### src/abhp_cfg.svh
// timing counts and field positions for the byte-wide converter host port
`ifndef ABHP_CFG_SVH
`define ABHP_CFG_SVH
`define ABHP_CTRL_EXT_ACQ_BIT  5      // control byte bit: 1 = external acquisition
`define ABHP_HOLD_FALL_EDGES   4'h4   // conversion-clock falls from write to hold
`define ABHP_CONV_CYCLES       4'ha   // conversion-clock cycles per result
`define ABHP_CLK_DIV           4'h8   // internal conversion clock divider
`define ABHP_RESULT_RESET      10'h000
`endif

### src/abhp_pkg.sv
// types for the byte-wide converter host port
package abhp_pkg;
	// conversion sequencer states
	typedef enum logic [2:0] {
		ST_IDLE,   // waiting for a start
		ST_ACQ,    // internal acquisition, counting clock falls
		ST_TRACK,  // external acquisition, tracking until next write
		ST_CONV,   // successive approximation running
		ST_DONE    // result ready
	} abhp_state_t;
endpackage

### src/abhp_port.sv
// parallel host port, conversion sequencer and result bus of the converter
`timescale 1ns/1ps
`include "abhp_cfg.svh"

// Summary of operation
// - high select one: two result MSBs on bus
// - high select zero: eight result LSBs on bus
// - line 1 bit1/bit9, line 0 bit0/bit8
// - completion output low when result ready
// - select low, read fall starts bus drive
// - internal acquisition: write rise latches, acquires, converts
// - external acquisition: second write rise starts conversion
// - select high keeps bus high impedance
// - internal hold on fourth clock fall
// - external: track on write rise, hold next
// - read fall returns completion output high, except when conversion finishes in that cycle
module abhp_port (
	input  wire logic        clock_i,          // system clock, 125 MHz
	input  wire logic        srst_i,           // synchronous reset, active high
	input  wire logic        clk_en_i,         // freezes all state when low
	input  wire logic        chip_sel_n_i,     // chip select, active low
	input  wire logic        rd_n_i,           // read strobe, active low
	input  wire logic        wr_n_i,           // write strobe, active low
	input  wire logic        high_byte_select_i, // 1: MSBs, 0: LSBs
	input  wire logic        ext_clk_mode_i,   // 1: conversion clock from pin
	input  wire logic        conv_clk_pin_i,   // external conversion clock pin
	input  wire logic [9:0]  sample_i,         // digitised value from analog core
	input  wire logic [7:0]  data_in_i,        // bus lines as seen at the pins
	output logic      [7:0]  data_out_o,       // bus lines driven by the device
	output logic      [7:0]  data_oe_o,        // high while device drives a line
	output logic             done_n_o,         // completion flag, active low
	output logic             hold_o,           // track-and-hold in hold
	output logic      [7:0]  ctrl_byte_o       // last configuration byte latched
);

	// ----------------------------------------------------------------
	// pin edge detection
	// ----------------------------------------------------------------
	logic        rd_n_q, rd_n_d;        // previous read strobe
	logic        wr_n_q, wr_n_d;        // previous write strobe
	logic        cpin_q, cpin_d;        // previous external clock pin
	logic [3:0]  div_q, div_d;          // internal oscillator divider
	logic        rd_fall, wr_rise, cclk_fall;

	// strobe edges only count with chip select low
	assign rd_fall   = !chip_sel_n_i && rd_n_q && !rd_n_i;
	assign wr_rise   = !chip_sel_n_i && !wr_n_q && wr_n_i;
	// conversion clock fall from pin or internal divider wrap
	assign cclk_fall = ext_clk_mode_i ? (cpin_q && !conv_clk_pin_i)
	                                  : (div_q == `ABHP_CLK_DIV - 4'h1);

	// edge history next values
	always_comb begin
		rd_n_d = rd_n_i;
		wr_n_d = wr_n_i;
		cpin_d = conv_clk_pin_i;
		// internal oscillator: divider free-runs, pin is ignored (host ties it)
		div_d  = (div_q == `ABHP_CLK_DIV - 4'h1) ? 4'h0 : div_q + 4'h1;
	end

	// edge history registers
	always_ff @(posedge clock_i) begin
		if (srst_i) begin
			rd_n_q <= 1'b1;
			wr_n_q <= 1'b1;
			cpin_q <= 1'b0;
			div_q  <= 4'h0;
		end else if (clk_en_i) begin
			rd_n_q <= rd_n_d;
			wr_n_q <= wr_n_d;
			cpin_q <= cpin_d;
			div_q  <= div_d;
		end
	end

	// ----------------------------------------------------------------
	// conversion sequencer
	// ----------------------------------------------------------------
	abhp_pkg::abhp_state_t st_q, st_d;
	logic [3:0]  cnt_q, cnt_d;          // clock-fall counter
	logic [9:0]  res_q, res_d;          // output result
	logic [7:0]  ctl_q, ctl_d;          // configuration byte
	logic        done_q, done_d;        // result ready flag
	logic        rdact_q, rdact_d;      // read access in progress

	// next-state logic
	always_comb begin
		st_d    = st_q;
		cnt_d   = cnt_q;
		res_d   = res_q;
		ctl_d   = ctl_q;
		done_d  = done_q;
		rdact_d = rdact_q;
		// read fall opens the bus and clears completion, unless ST_CONV finishes in the same cycle
		if (rd_fall) begin
			rdact_d = 1'b1;
			done_d  = 1'b0;
		end
		// access ends when read rises or select goes high
		if (rd_n_i || chip_sel_n_i)
			rdact_d = 1'b0;
		unique case (st_q)
			abhp_pkg::ST_IDLE, abhp_pkg::ST_DONE: begin
				if (wr_rise) begin
					ctl_d = data_in_i;
					cnt_d = 4'h0;
					if (data_in_i[`ABHP_CTRL_EXT_ACQ_BIT])
						st_d = abhp_pkg::ST_TRACK;
					else
						st_d = abhp_pkg::ST_ACQ;
				end
			end
			abhp_pkg::ST_ACQ: begin
				// hold on the fourth conversion-clock fall
				if (cclk_fall) begin
					if (cnt_q == `ABHP_HOLD_FALL_EDGES - 4'h1) begin
						cnt_d = 4'h0;
						st_d  = abhp_pkg::ST_CONV;
					end else
						cnt_d = cnt_q + 4'h1;
				end
			end
			abhp_pkg::ST_TRACK: begin
				// next write rise ends acquisition; data not latched again
				if (wr_rise) begin
					cnt_d = 4'h0;
					st_d  = abhp_pkg::ST_CONV;
				end
			end
			abhp_pkg::ST_CONV: begin
				if (cclk_fall) begin
					if (cnt_q == `ABHP_CONV_CYCLES - 4'h1) begin
						res_d  = sample_i;
						done_d = 1'b1;
						st_d   = abhp_pkg::ST_DONE;
					end else
						cnt_d = cnt_q + 4'h1;
				end
			end
			default: st_d = abhp_pkg::ST_IDLE;
		endcase
	end

	// sequencer registers
	always_ff @(posedge clock_i) begin
		if (srst_i) begin
			st_q    <= abhp_pkg::ST_IDLE;
			cnt_q   <= 4'h0;
			res_q   <= `ABHP_RESULT_RESET;
			ctl_q   <= 8'h00;
			done_q  <= 1'b0;
			rdact_q <= 1'b0;
		end else if (clk_en_i) begin
			st_q    <= st_d;
			cnt_q   <= cnt_d;
			res_q   <= res_d;
			ctl_q   <= ctl_d;
			done_q  <= done_d;
			rdact_q <= rdact_d;
		end
	end

	// ----------------------------------------------------------------
	// output bus
	// ----------------------------------------------------------------
	logic [7:0] bus_q, bus_d;           // registered data lines

	// byte multiplex of the held result
	always_comb begin
		if (high_byte_select_i)
			bus_d = {6'h00, res_q[9:8]};
		else
			bus_d = res_q[7:0];
	end

	// data outputs come from a flip-flop
	always_ff @(posedge clock_i) begin
		if (srst_i)
			bus_q <= 8'h00;
		else if (clk_en_i)
			bus_q <= bus_d;
	end

	assign data_out_o  = bus_q;
	// select high always releases the bus
	assign data_oe_o   = (rdact_q && !chip_sel_n_i) ? 8'hff : 8'h00;
	assign done_n_o    = !done_q;
	assign hold_o      = (st_q == abhp_pkg::ST_CONV);
	assign ctrl_byte_o = ctl_q;

	// ----------------------------------------------------------------
	// assertions
	// ----------------------------------------------------------------
	bus_released_a: assert property (@(posedge clock_i) disable iff (srst_i)
		chip_sel_n_i |-> data_oe_o == 8'h00)
		else $error("bus driven with select high");
	read_drive_a: assert property (@(posedge clock_i) disable iff (srst_i)
		(clk_en_i && rd_fall) ##1 (!rd_n_i && !chip_sel_n_i) |-> data_oe_o == 8'hff)
		else $error("read did not drive bus");
	high_byte_a: assert property (@(posedge clock_i) disable iff (srst_i)
		(clk_en_i && high_byte_select_i) |=> data_out_o == {6'h00, $past(res_q[9:8])})
		else $error("high byte wrong");
	low_byte_a: assert property (@(posedge clock_i) disable iff (srst_i)
		(clk_en_i && !high_byte_select_i) |=> data_out_o == $past(res_q[7:0]))
		else $error("low byte wrong");
	line_zero_a: assert property (@(posedge clock_i) disable iff (srst_i)
		clk_en_i |=> data_out_o[0] == ($past(high_byte_select_i) ? $past(res_q[8])
		                                                       : $past(res_q[0])))
		else $error("line zero wrong");
	done_low_a: assert property (@(posedge clock_i) disable iff (srst_i)
		(clk_en_i && st_q == abhp_pkg::ST_CONV && st_d == abhp_pkg::ST_DONE && !rd_fall)
		|=> !done_n_o)
		else $error("completion not flagged");
	done_clear_a: assert property (@(posedge clock_i) disable iff (srst_i)
		(clk_en_i && rd_fall && st_q != abhp_pkg::ST_CONV) |=> done_n_o)
		else $error("read did not clear completion");
	int_hold_a: assert property (@(posedge clock_i) disable iff (srst_i)
		(clk_en_i && st_q == abhp_pkg::ST_ACQ && cclk_fall
		 && cnt_q == `ABHP_HOLD_FALL_EDGES - 4'h1)
		|=> st_q == abhp_pkg::ST_CONV)
		else $error("hold not on fourth fall");
	ext_start_a: assert property (@(posedge clock_i) disable iff (srst_i)
		(clk_en_i && st_q == abhp_pkg::ST_TRACK && wr_rise) |=> hold_o)
		else $error("external start missed");
	int_latch_a: assert property (@(posedge clock_i) disable iff (srst_i)
		(clk_en_i && st_q == abhp_pkg::ST_IDLE && wr_rise
		 && !data_in_i[`ABHP_CTRL_EXT_ACQ_BIT])
		|=> st_q == abhp_pkg::ST_ACQ && ctrl_byte_o == $past(data_in_i))
		else $error("control byte not latched");

endmodule // abhp_port

### config.mk
export PLATFORM = sky130hd
export DESIGN_NAME = abhp_port
export DESIGN_NICKNAME = d
export VERILOG_FILES = /design/src/abhp_pkg.sv /design/src/abhp_port.sv
export VERILOG_INCLUDE_DIRS = /design/src
export SDC_FILE = /design/constraint.sdc
export NUM_CORES = 1
export LEC_CHECK = 0
export BUFFER_PORTS_ARGS = -buffer_cell sky130_fd_sc_hd__buf_2
export CAP_MARGIN = 20
export CORE_MARGIN = 3
export CORE_UTILIZATION = 45
export CTS_CLUSTER_SIZE = 10
export DETAILED_ROUTE_END_ITERATION = 10
export PLACE_DENSITY = 0.7
export SYNTH_ARGS = -nofsm -noshare
export SYNTH_HDL_FRONTEND = slang
export SYNTH_SLANG_ARGS = --single-unit
### constraint.sdc
create_clock -name clock_i -period 5.57 [get_ports clock_i]
set_input_delay 0.557 -clock clock_i [delete_from_list [all_inputs] [get_ports clock_i]]
set_output_delay 0.557 -clock clock_i [all_outputs]
set_load 0.03 [all_outputs]
# After elaboration in Yosys (flattened, before gate mapping)
# Index checks and enable logic that the tools add are counted.
# W data, S select, Z words.
# word_totals
regBits	42
input_bits	27
output_inout_bits	26
word_cells	74
# op_classes
add_sub_neg	2
n_eq_ne	15
n_mux	24
reduce_logical	22
# op_table
op	n
$mux W4	6
$mux W3	6
$mux W8	2
$pmux W3 S4	1
$pmux W4 S3	1
$ne A2 B2 Y1 const B	5
$add A4 B1 Y4 const B	2
$mux W1	7
$reduce_and A7 Y1	1
$eq A3 B2 Y1 const B	2
$logic_and A1 B1 Y1	6
$ne A2 B1 Y1 const B	3
$reduce_and A6 Y1	1
$logic_not A1 Y1	5
$eq A4 B2 Y1 const B	1
$eq A4 B3 Y1 const B	1
$eq A4 B4 Y1 const B	1
$reduce_and A4 Y1	1
$eq A3 B1 Y1 const B	1
$eq A3 B3 Y1 const B	1
$logic_not A3 Y1	1
$reduce_and A3 Y1	1
$reduce_bool A3 Y1	1
$reduce_or A3 Y1	1
other kinds (5)	5

# Longest topological paths before layout
# Gate-level depths: netlist of run 1.
# logic_depth
word_depth	7
depth_mapped	7
depth_no_buf	6

# Least setup slack after synthesis of run 1
# No wires, ideal clock.
# synth_path
path_kind	input-to-reg
from	input chip_sel_n_i
to	register cnt_q[0]
setup_time_ps	84
arrival_ps	1831
t_required_ps	5486
path_slack_ps	3655
path_stages	4
n_path_buf	0
path_cell_list	or3b_1 a21o_1 or4b_4 o31ai_2
# synth_via
elab_chain_cells	5
# synth_lines
item	line_no	source
from (decl)	abhp_port.sv:21	input wire logic chip_sel_n_i,
$logic_not A1 Y1	abhp_port.sv:47	assign wr_rise = !chip_sel_n_i && !wr_n_q && wr_n_i;
$logic_and A1 B1 Y1 (2 in series)	abhp_port.sv:47	
$ne A2 B1 Y1 (no line)	-	
$reduce_and A6 Y1 (no line)	-	
to (signal assigned)	abhp_port.sv:155	cnt_q <= cnt_d;
to (decl)	abhp_port.sv:80	logic [3:0] cnt_q, cnt_d;
# Every way passes these cells.
# A chain may end at the register's enable or synchronous reset.

# Worst setup path in the final report of run 1
# layout_path
from	input clk_en_i
to	register cnt_q[0]
# layout_via
elab_chain_cells	1
# layout_lines
item	line_no	source
from (decl)	abhp_port.sv:20	input wire logic clk_en_i,
$reduce_and A6 Y1 (no line)	-	
# Every way passes these cells.

==> reports/metrics.yaml, run 1 <==
number_of_hold_slack_violations_in_the_final_timing_report: 0
area_growth_pct: 15.10
nFillCells: 380
drt-wirelength-per-cell_um: 12.76
io_buffers: 52
rows: 23
r2r_end: "cnt_q[3]$_SDFFE_PP0P_"
synth.area.top_cells: "sky130_fd_sc_hd__dfxtp_1, sky130_fd_sc_hd__mux2i_1, sky130_fd_sc_hd__nor2_1"
crit_arrival_ns: 2.21
final_layout_size_suffix_gt1_share_pct: 26.19
dpl_cell_area_sq_um: 2112
gp_congestion: 0.8326
worst_skew_pair_latency_ns: 0.29
layout.area.seq_sq_um: 840.8
ys_async_sr_fraction_pct: 0
areal_power_density_over_the_cells_nw_per_um2: 250.8
place.detailed.hpwl_um: 2719
synthDominantAreaCellType: "sky130_fd_sc_hd__dfxtp_1"
worst_hold_startpoint: "ctrl_byte_o[5]$_SDFFE_PP0P_"
most_common_library_cell_in_the_layout_ignoring_fill_and_taps: "sky130_fd_sc_hd__buf_2"
power.static_leakage_nw: 1.065
core_area_sq_um: 4058
cp.buffers_inverters: 2
die_y_um: 71.23
timing.final.crit_share_pct: 35.89
post-route-min-period_ns: 1.999
synth.top_cell.area_share_pct: 43.92
crit_type: "in2reg"
post_cts_buffers: 0
ratio_of_routed_vias_to_standard_cells: 5.089
grt_max_degree: 42
cts_max_level: 2
worstPathCellList: "buf_2, inv_1, a21o_1, or4b_4, o31ai_2"
report.final.slew_viol_count: 0
critical-path-max-stage-delay_ns: 0.57
antenna_cells: 0
slew_headroom_pct: 49.48
cts.hold.buffers_added: 0
setup_viol_count_final: 0
setup_tns_ns: 0
total_power_uw: 552.7
grt_pass1_vias: 1398
clock_path_buffers: 2
worst_path_dominant_cell_family: "buffers and inverters"
postSynthAreaPerCell_sq_um: 9.160
rrSetupSlack_ns: 3.75
antenna_found_initial: 0
slowest_stage: "sky130_fd_sc_hd__or4b_4"
crit_cells: 5
max-vdd-ir-drop_mv: 0.1580
startpoint_type: "input port"
synth-warning-count: 0
final_design_area_no_fill_sq_um: 2203
clk_pin_slew_ns: 0.08
clockRootBuffer: "sky130_fd_sc_hd__clkbuf_8"
max_freq_mhz: 500.2
mostFrequentLayoutCells: "sky130_fd_sc_hd__buf_2, sky130_fd_sc_hd__dfxtp_1, sky130_fd_sc_hd__nor2_1"
dieWidth_um: 71.23
synth.net_count: 239
antenna_violation_net_count_after_detailed_routing: 0
cts.repair.resized: 0
pin_count: 53
required_ns: 5.78
number_of_cells_on_the_worst_reg_to_reg_path: 5
critical_path_peak_fanout: 25
synth_top_flop_cell: "sky130_fd_sc_hd__dfxtp_1"
worstSetupEndpointType: "register"
vias: 1537
initial_standard_cell_utilization_of_the_core_pct: 47.18
crit-reg2reg-launch: "div_q[0]$_SDFFE_PP0P_"
worst_hold_path.num_cells: 2
grt_pass1_wl_um: 6272
maxCapViolations: 0
dr.pass1.iters: 4
synth_edf_count: 0
yosys.cell_types.count: 42
drt_first_iter_violations: 107
floorplan.die_area_sq_um: 5073
cts_tree: "yes"
remaining_drc_errors: 0
global_route.overflow_total: 0
cts-buffers-inserted: 5
yosysSeqAreaShare_pct: 43.92
grtUsageTotal_pct: 15.53
clk_sink_count: 42
synthCells: 209
drt_wl_total_um: 3855
multi_input_area_sq_um: 910.9
fin_worst_skew_ns: 0.007447
run_status: "finished clean"
slew_at_the_pin_with_the_worst_max_slew_slack_ns: 0.7578
ys_ff_latch: 42
holdCritPathClass: "reg2reg"
rsz0062_at_grt: "no"
finish.net_count: 281
min_to: "ctrl_byte_o[5]$_SDFFE_PP0P_"
mappedNetlistArea_sq_um: 1914
tightest hold or removal path: stages, from the launching register on:
cell and delay [ns]:
sky130_fd_sc_hd__dfxtp_1 0.31, sky130_fd_sc_hd__nand2_1 0.05, sky130_fd_sc_hd__a21oi_1 0.05
layer usage:
metal / vias up / wire length, um / global-route usage (%)
li1: 811 / - / -
met1: 691 / 1879 / 19.82
met2: 33 / 1730 / 23.98
met3: 2 / 216 / 5.891
met4: 0 / 29 / 5.637
met5: - / 0 / 0
worst max path at each step:
stage | to | slack [ns] | start
after detailed placement | cnt_q[0]$_SDFFE_PP0P_ | 3.27 | clk_en_i
after floorplan | cnt_q[0]$_SDFFE_PP0P_ | 3.65 | chip_sel_n_i
final | cnt_q[0]$_SDFFE_PP0P_ | 3.57 | clk_en_i
after global placement | cnt_q[0]$_SDFFE_PP0P_ | 3.29 | clk_en_i
after CTS | cnt_q[0]$_SDFFE_PP0P_ | 3.58 | clk_en_i
after global routing | cnt_q[0]$_SDFFE_PP0P_ | 3.49 | clk_en_i
logic make-up after synthesis:
family / share of synthesized area [%]
XOR/XNOR: 0.4576
flip-flops: 43.92
multiplexers: 12.55
AND/OR/NAND/NOR: 19.54
buffers and inverters: 8.496
adder cells (fa/ha/maj): 1.961
AO/OA/AOI/OAI: 13.07
layout make-up:
| type | instances | share of cell area, % |
|---|---|---|
| Clock buffer | 7 | 3.918 |
| Clock inverter | 1 | 0.2271 |
| Inverter | 8 | 1.363 |
| Multi-Input combinational cell | 141 | 41.34 |
| Sequential cell | 42 | 38.16 |
| Tap cell | 50 | 2.839 |
| Timing Repair Buffer | 53 | 12.15 |
registers in the layout (all words and copies together) (netlist names):
signal / count
cpin_q: 1
done_q: 1
st_q: 3
rd_n_q: 1
rdact_q: 1
ctrl_byte_o: 8
div_q: 4
wr_n_q: 1
cnt_q: 4
res_q: 10
data_out_o: 8
cell usage after synthesis (2+ instances only):
| cell | count |
|---|---|
| sky130_fd_sc_hd__and3b_1 | 2 |
| sky130_fd_sc_hd__mux2i_1 | 24 |
| sky130_fd_sc_hd__nand2_1 | 16 |
| sky130_fd_sc_hd__o311ai_0 | 3 |
| sky130_fd_sc_hd__dfxtp_1 | 42 |
| sky130_fd_sc_hd__or3_1 | 2 |
| sky130_fd_sc_hd__and4bb_2 | 2 |
| sky130_fd_sc_hd__o211ai_1 | 2 |
| sky130_fd_sc_hd__buf_4 | 7 |
| sky130_fd_sc_hd__o21bai_1 | 2 |
| sky130_fd_sc_hd__a21oi_1 | 13 |
| sky130_fd_sc_hd__o32ai_1 | 2 |
| sky130_fd_sc_hd__a31oi_1 | 2 |
| sky130_fd_sc_hd__a211oi_1 | 2 |
| sky130_fd_sc_hd__o41ai_1 | 2 |
| sky130_fd_sc_hd__nand3_1 | 4 |
| sky130_fd_sc_hd__inv_1 | 8 |
| sky130_fd_sc_hd__buf_1 | 2 |
| sky130_fd_sc_hd__clkbuf_1 | 5 |
| sky130_fd_sc_hd__o21ai_0 | 4 |
| sky130_fd_sc_hd__ha_1 | 3 |
| sky130_fd_sc_hd__nor2_1 | 40 |
report_power, final:
| group | internal, mW | switching [mW] |
|---|---|---|
| logic | 0.0162 | 0.0268 |
| registers | 0.305 | 0.00303 |
| clock network | 0.100 | 0.102 |
| total | 0.421 | 0.132 |
through the flow:
step | cells | hold slack [ns] | utilization (%) | worst slack, ns
2_1_floorplan | 209 | 0.4425 | - | 3.655
3_3_place_gp | 294 | 0.4427 | 52.05 | 3.292
3_5_place_dp | 294 | 0.4451 | 52.05 | 3.268
4_1_cts | 302 | 0.4554 | 54.30 | 3.578
5_1_grt | 302 | 0.4877 | 54.30 | 3.490
6_report | 302 | 0.4516 | 54.30 | 3.571
Power figures use the tool's default switching activity.
==> run 2: changes to the inputs <==
--- a/config.mk
+++ b/config.mk
@@ -12,7 +12,7 @@
 export CORE_UTILIZATION = 45
 export CTS_CLUSTER_SIZE = 10
 export DETAILED_ROUTE_END_ITERATION = 10
-export PLACE_DENSITY = 0.7
+export PLACE_DENSITY = 0.73
 export SYNTH_ARGS = -nofsm -noshare
 export SYNTH_HDL_FRONTEND = slang
 export SYNTH_SLANG_ARGS = --single-unit
==> constraint.sdc (replaced) <==
create_clock -name clock_i -period 1.8 [get_ports clock_i]
set_input_delay 0.18 -clock clock_i [delete_from_list [all_inputs] [get_ports clock_i]]
set_output_delay 0.18 -clock clock_i [all_outputs]
set_load 0.03 [all_outputs]
==> run 2 against run 1 <==
Total power grew to 3.1 times the previous value; global-route usage up 1.7 points; via count is 7.4% higher; sequential power increased to 3.1 times the previous value; flip-flop and latch count did not move.
==> reports/metrics.yaml, run 2 (synthesis gave the netlist of run 1 again) <==
worstSetupEndpointType: "register"
setup_tns_ns: 0  # unchanged
dr.pass1.iters: 4  # unchanged
regMostFlops: "res_q"
cts_max_level: 2  # unchanged
critical_path_peak_fanout: 6  # -76%
clk_sink_count: 42  # unchanged
slew_headroom_pct: 73.00  # +24 points
antenna_found_initial: 0  # unchanged
finish.net_count: 297  # +5.7%
max_ffs_per_register: 10  # unchanged
fin_worst_skew_ns: 0.006506  # -0.0009406 ns
cts.hold.buffers_added: 0  # unchanged
drt_first_iter_violations: 126  # +18%
final_layout_size_suffix_gt1_share_pct: 33.21  # +7.0 points
mostFrequentLayoutCells: "sky130_fd_sc_hd__buf_2, sky130_fd_sc_hd__nor2_1, sky130_fd_sc_hd__dfxtp_1"
rsz0062_at_grt: "yes"
cp.buffers_inverters: 1  # -1
run_status: "finished clean"
grt_max_degree: 18  # -57%
final_design_area_no_fill_sq_um: 2350  # +6.6%
power_report.internal_total_mw: 1.315  # +210%
max-vdd-ir-drop_mv: 0.5972  # +280%
setup_viol_count_final: 0  # unchanged
holdCritPathClass: "in2reg"
grtUsageTotal_pct: 17.27  # +1.7 points
post-route-min-period_ns: 1.770
place.detailed.hpwl_um: 3005  # +11%
pin_count: 53  # unchanged
rows: 23  # unchanged
vias: 1650  # +7.4%
report.final.slew_viol_count: 0  # unchanged
floorplan.die_area_sq_um: 5073  # unchanged
timing.final.crit_share_pct: 98.32
clk_pin_slew_ns: 0.08  # about the same
worstPathCellList: "ha_2, and4bb_2, nor4b_2, buf_4, or4b_4, o31ai_2"
drt_wl_total_um: 4256  # +10%
grt_pass1_wl_um: 7196  # +15%
antenna_violation_net_count_after_detailed_routing: 0  # unchanged
layout.core_utilization_pct: 57.91  # +3.6 points
areal_power_density_over_the_cells_nw_per_um2: 736.7  # +190%
slowest_stage: "sky130_fd_sc_hd__or4b_4"
power.combinational.fraction_pct: 8.9  # +1.1 points
remaining_drc_errors: 0  # unchanged
number_of_hold_slack_violations_in_the_final_timing_report: 0  # unchanged
io_buffers: 52  # unchanged
dpl_cell_area_sq_um: 2210  # +4.6%
max_freq_mhz: 565.0
startpoint_type: "register"
area_growth_pct: 22.74
required_ns: 2.01  # -3.77 ns
grt_pass1_vias: 1590  # +14%
power_frac_clock_pct: 36.2  # -0.4 points
cts-buffers-inserted: 5  # unchanged
netSwitchingFraction_pct: 24.06  # +0.21 points
clock_path_buffers: 2  # unchanged
worst_skew_pair_latency_ns: 0.29  # about the same
dieWidth_um: 71.23  # unchanged
switchingPower_uw: 416.5  # +220%
crit_type: "reg2reg"
ratio_of_routed_vias_to_standard_cells: 5.189  # +2.0%
cts_tree: "yes"
slew_at_the_pin_with_the_worst_max_slew_slack_ns: 0.4040  # -0.3538 ns
antenna_cells: 0  # unchanged
initial_standard_cell_utilization_of_the_core_pct: 47.18  # unchanged
worst_path_dominant_cell_family: "simple AND/OR/NAND/NOR gates"
power.static_leakage_nw: 1.150  # +8.0%
seq_power_share_pct: 54.9  # -0.8 points
global_route.overflow_total: 0  # unchanged
drt-wirelength-per-cell_um: 13.38  # +4.8%
critical-path-max-stage-delay_ns: 0.50  # -0.07 ns
crit_arrival_ns: 1.98  # -0.23 ns
die_y_um: 71.23  # unchanged
gp_congestion: 0.9223  # +11%
maxCapViolations: 0  # unchanged
core_area_sq_um: 4058  # unchanged
clockRootBuffer: "sky130_fd_sc_hd__clkbuf_8"
most_common_library_cell_in_the_layout_ignoring_fill_and_taps: "sky130_fd_sc_hd__buf_2"
## run 2: layout make-up
class,count,area (sq um)
fillers,378,1708
multi-input cells,141,929.6
flip-flops and latches,42,843.3
repair buffers,69,389.1
clock buffers,6,82.58
well taps,50,62.56
inverters,8,30.03
clock inverters,2,12.51
## run 2: worst paths after layout
kind                                     from                          end  slack (ns)  cells after the start
setup reg to reg        div_q[1]$_SDFFE_PP0P_        cnt_q[0]$_SDFFE_PP0P_        0.03                      6
hold / removal                    sample_i[8]        res_q[8]$_SDFFE_PP0P_        0.12                      3
hold reg to reg   ctrl_byte_o[5]$_SDFFE_PP0P_  ctrl_byte_o[5]$_SDFFE_PP0P_        0.46                      2
setup / recovery        div_q[1]$_SDFFE_PP0P_        cnt_q[0]$_SDFFE_PP0P_        0.03                      6
## run 2: metrics by stage
step | setup slack, ns | hold WS (ns) | instances | power (mW)
2_1_floorplan | 0.04872 | 0.3081 | 209 | 1.072
3_3_place_gp | 0.07784 | 0.4109 | 307 | 1.119
3_5_place_dp | 0.03858 | 0.4177 | 307 | 1.123
4_1_cts | 0.03036 | 0.1154 | 315 | 1.744
5_1_grt | -0.005377 | 0.1215 | 318 | 1.808
6_report | 0.03016 | 0.1210 | 318 | 1.731
## run 2: timing repair
item / CTS / global route
setup buffers: 0 / 3
endpoints found under the setup margin: 0 / 6
resized for setup: 0 / 9
## run 2: metal layers
| layer | wire, um | share of wire [%] | global-route usage, % |
|---|---|---|---|
| met1 | 1886 | 44 | 22.84 |
| met2 | 2012 | 47 | 27.76 |
| met3 | 283 | 6.6 | 3.506 |
| met4 | 74 | 1.7 | 6.681 |
| met5 | 0 | 0 | 0 |
## run 2: tightest hold or removal path, delay by kind of cell
kind,cells,cell delay [ns]
buf+inv,1,0.07
simple gates,1,0.07
mux,1,0.05
## run 2: power groups by stage
stage	combinational, mW	sequential (mW)	clock [mW]
floorplan	0.0925	0.980	0
global placement	0.147	0.972	0
detailed placement	0.150	0.973	0
CTS	0.150	0.951	0.643
global route	0.170	0.953	0.684
finish	0.154	0.951	0.626
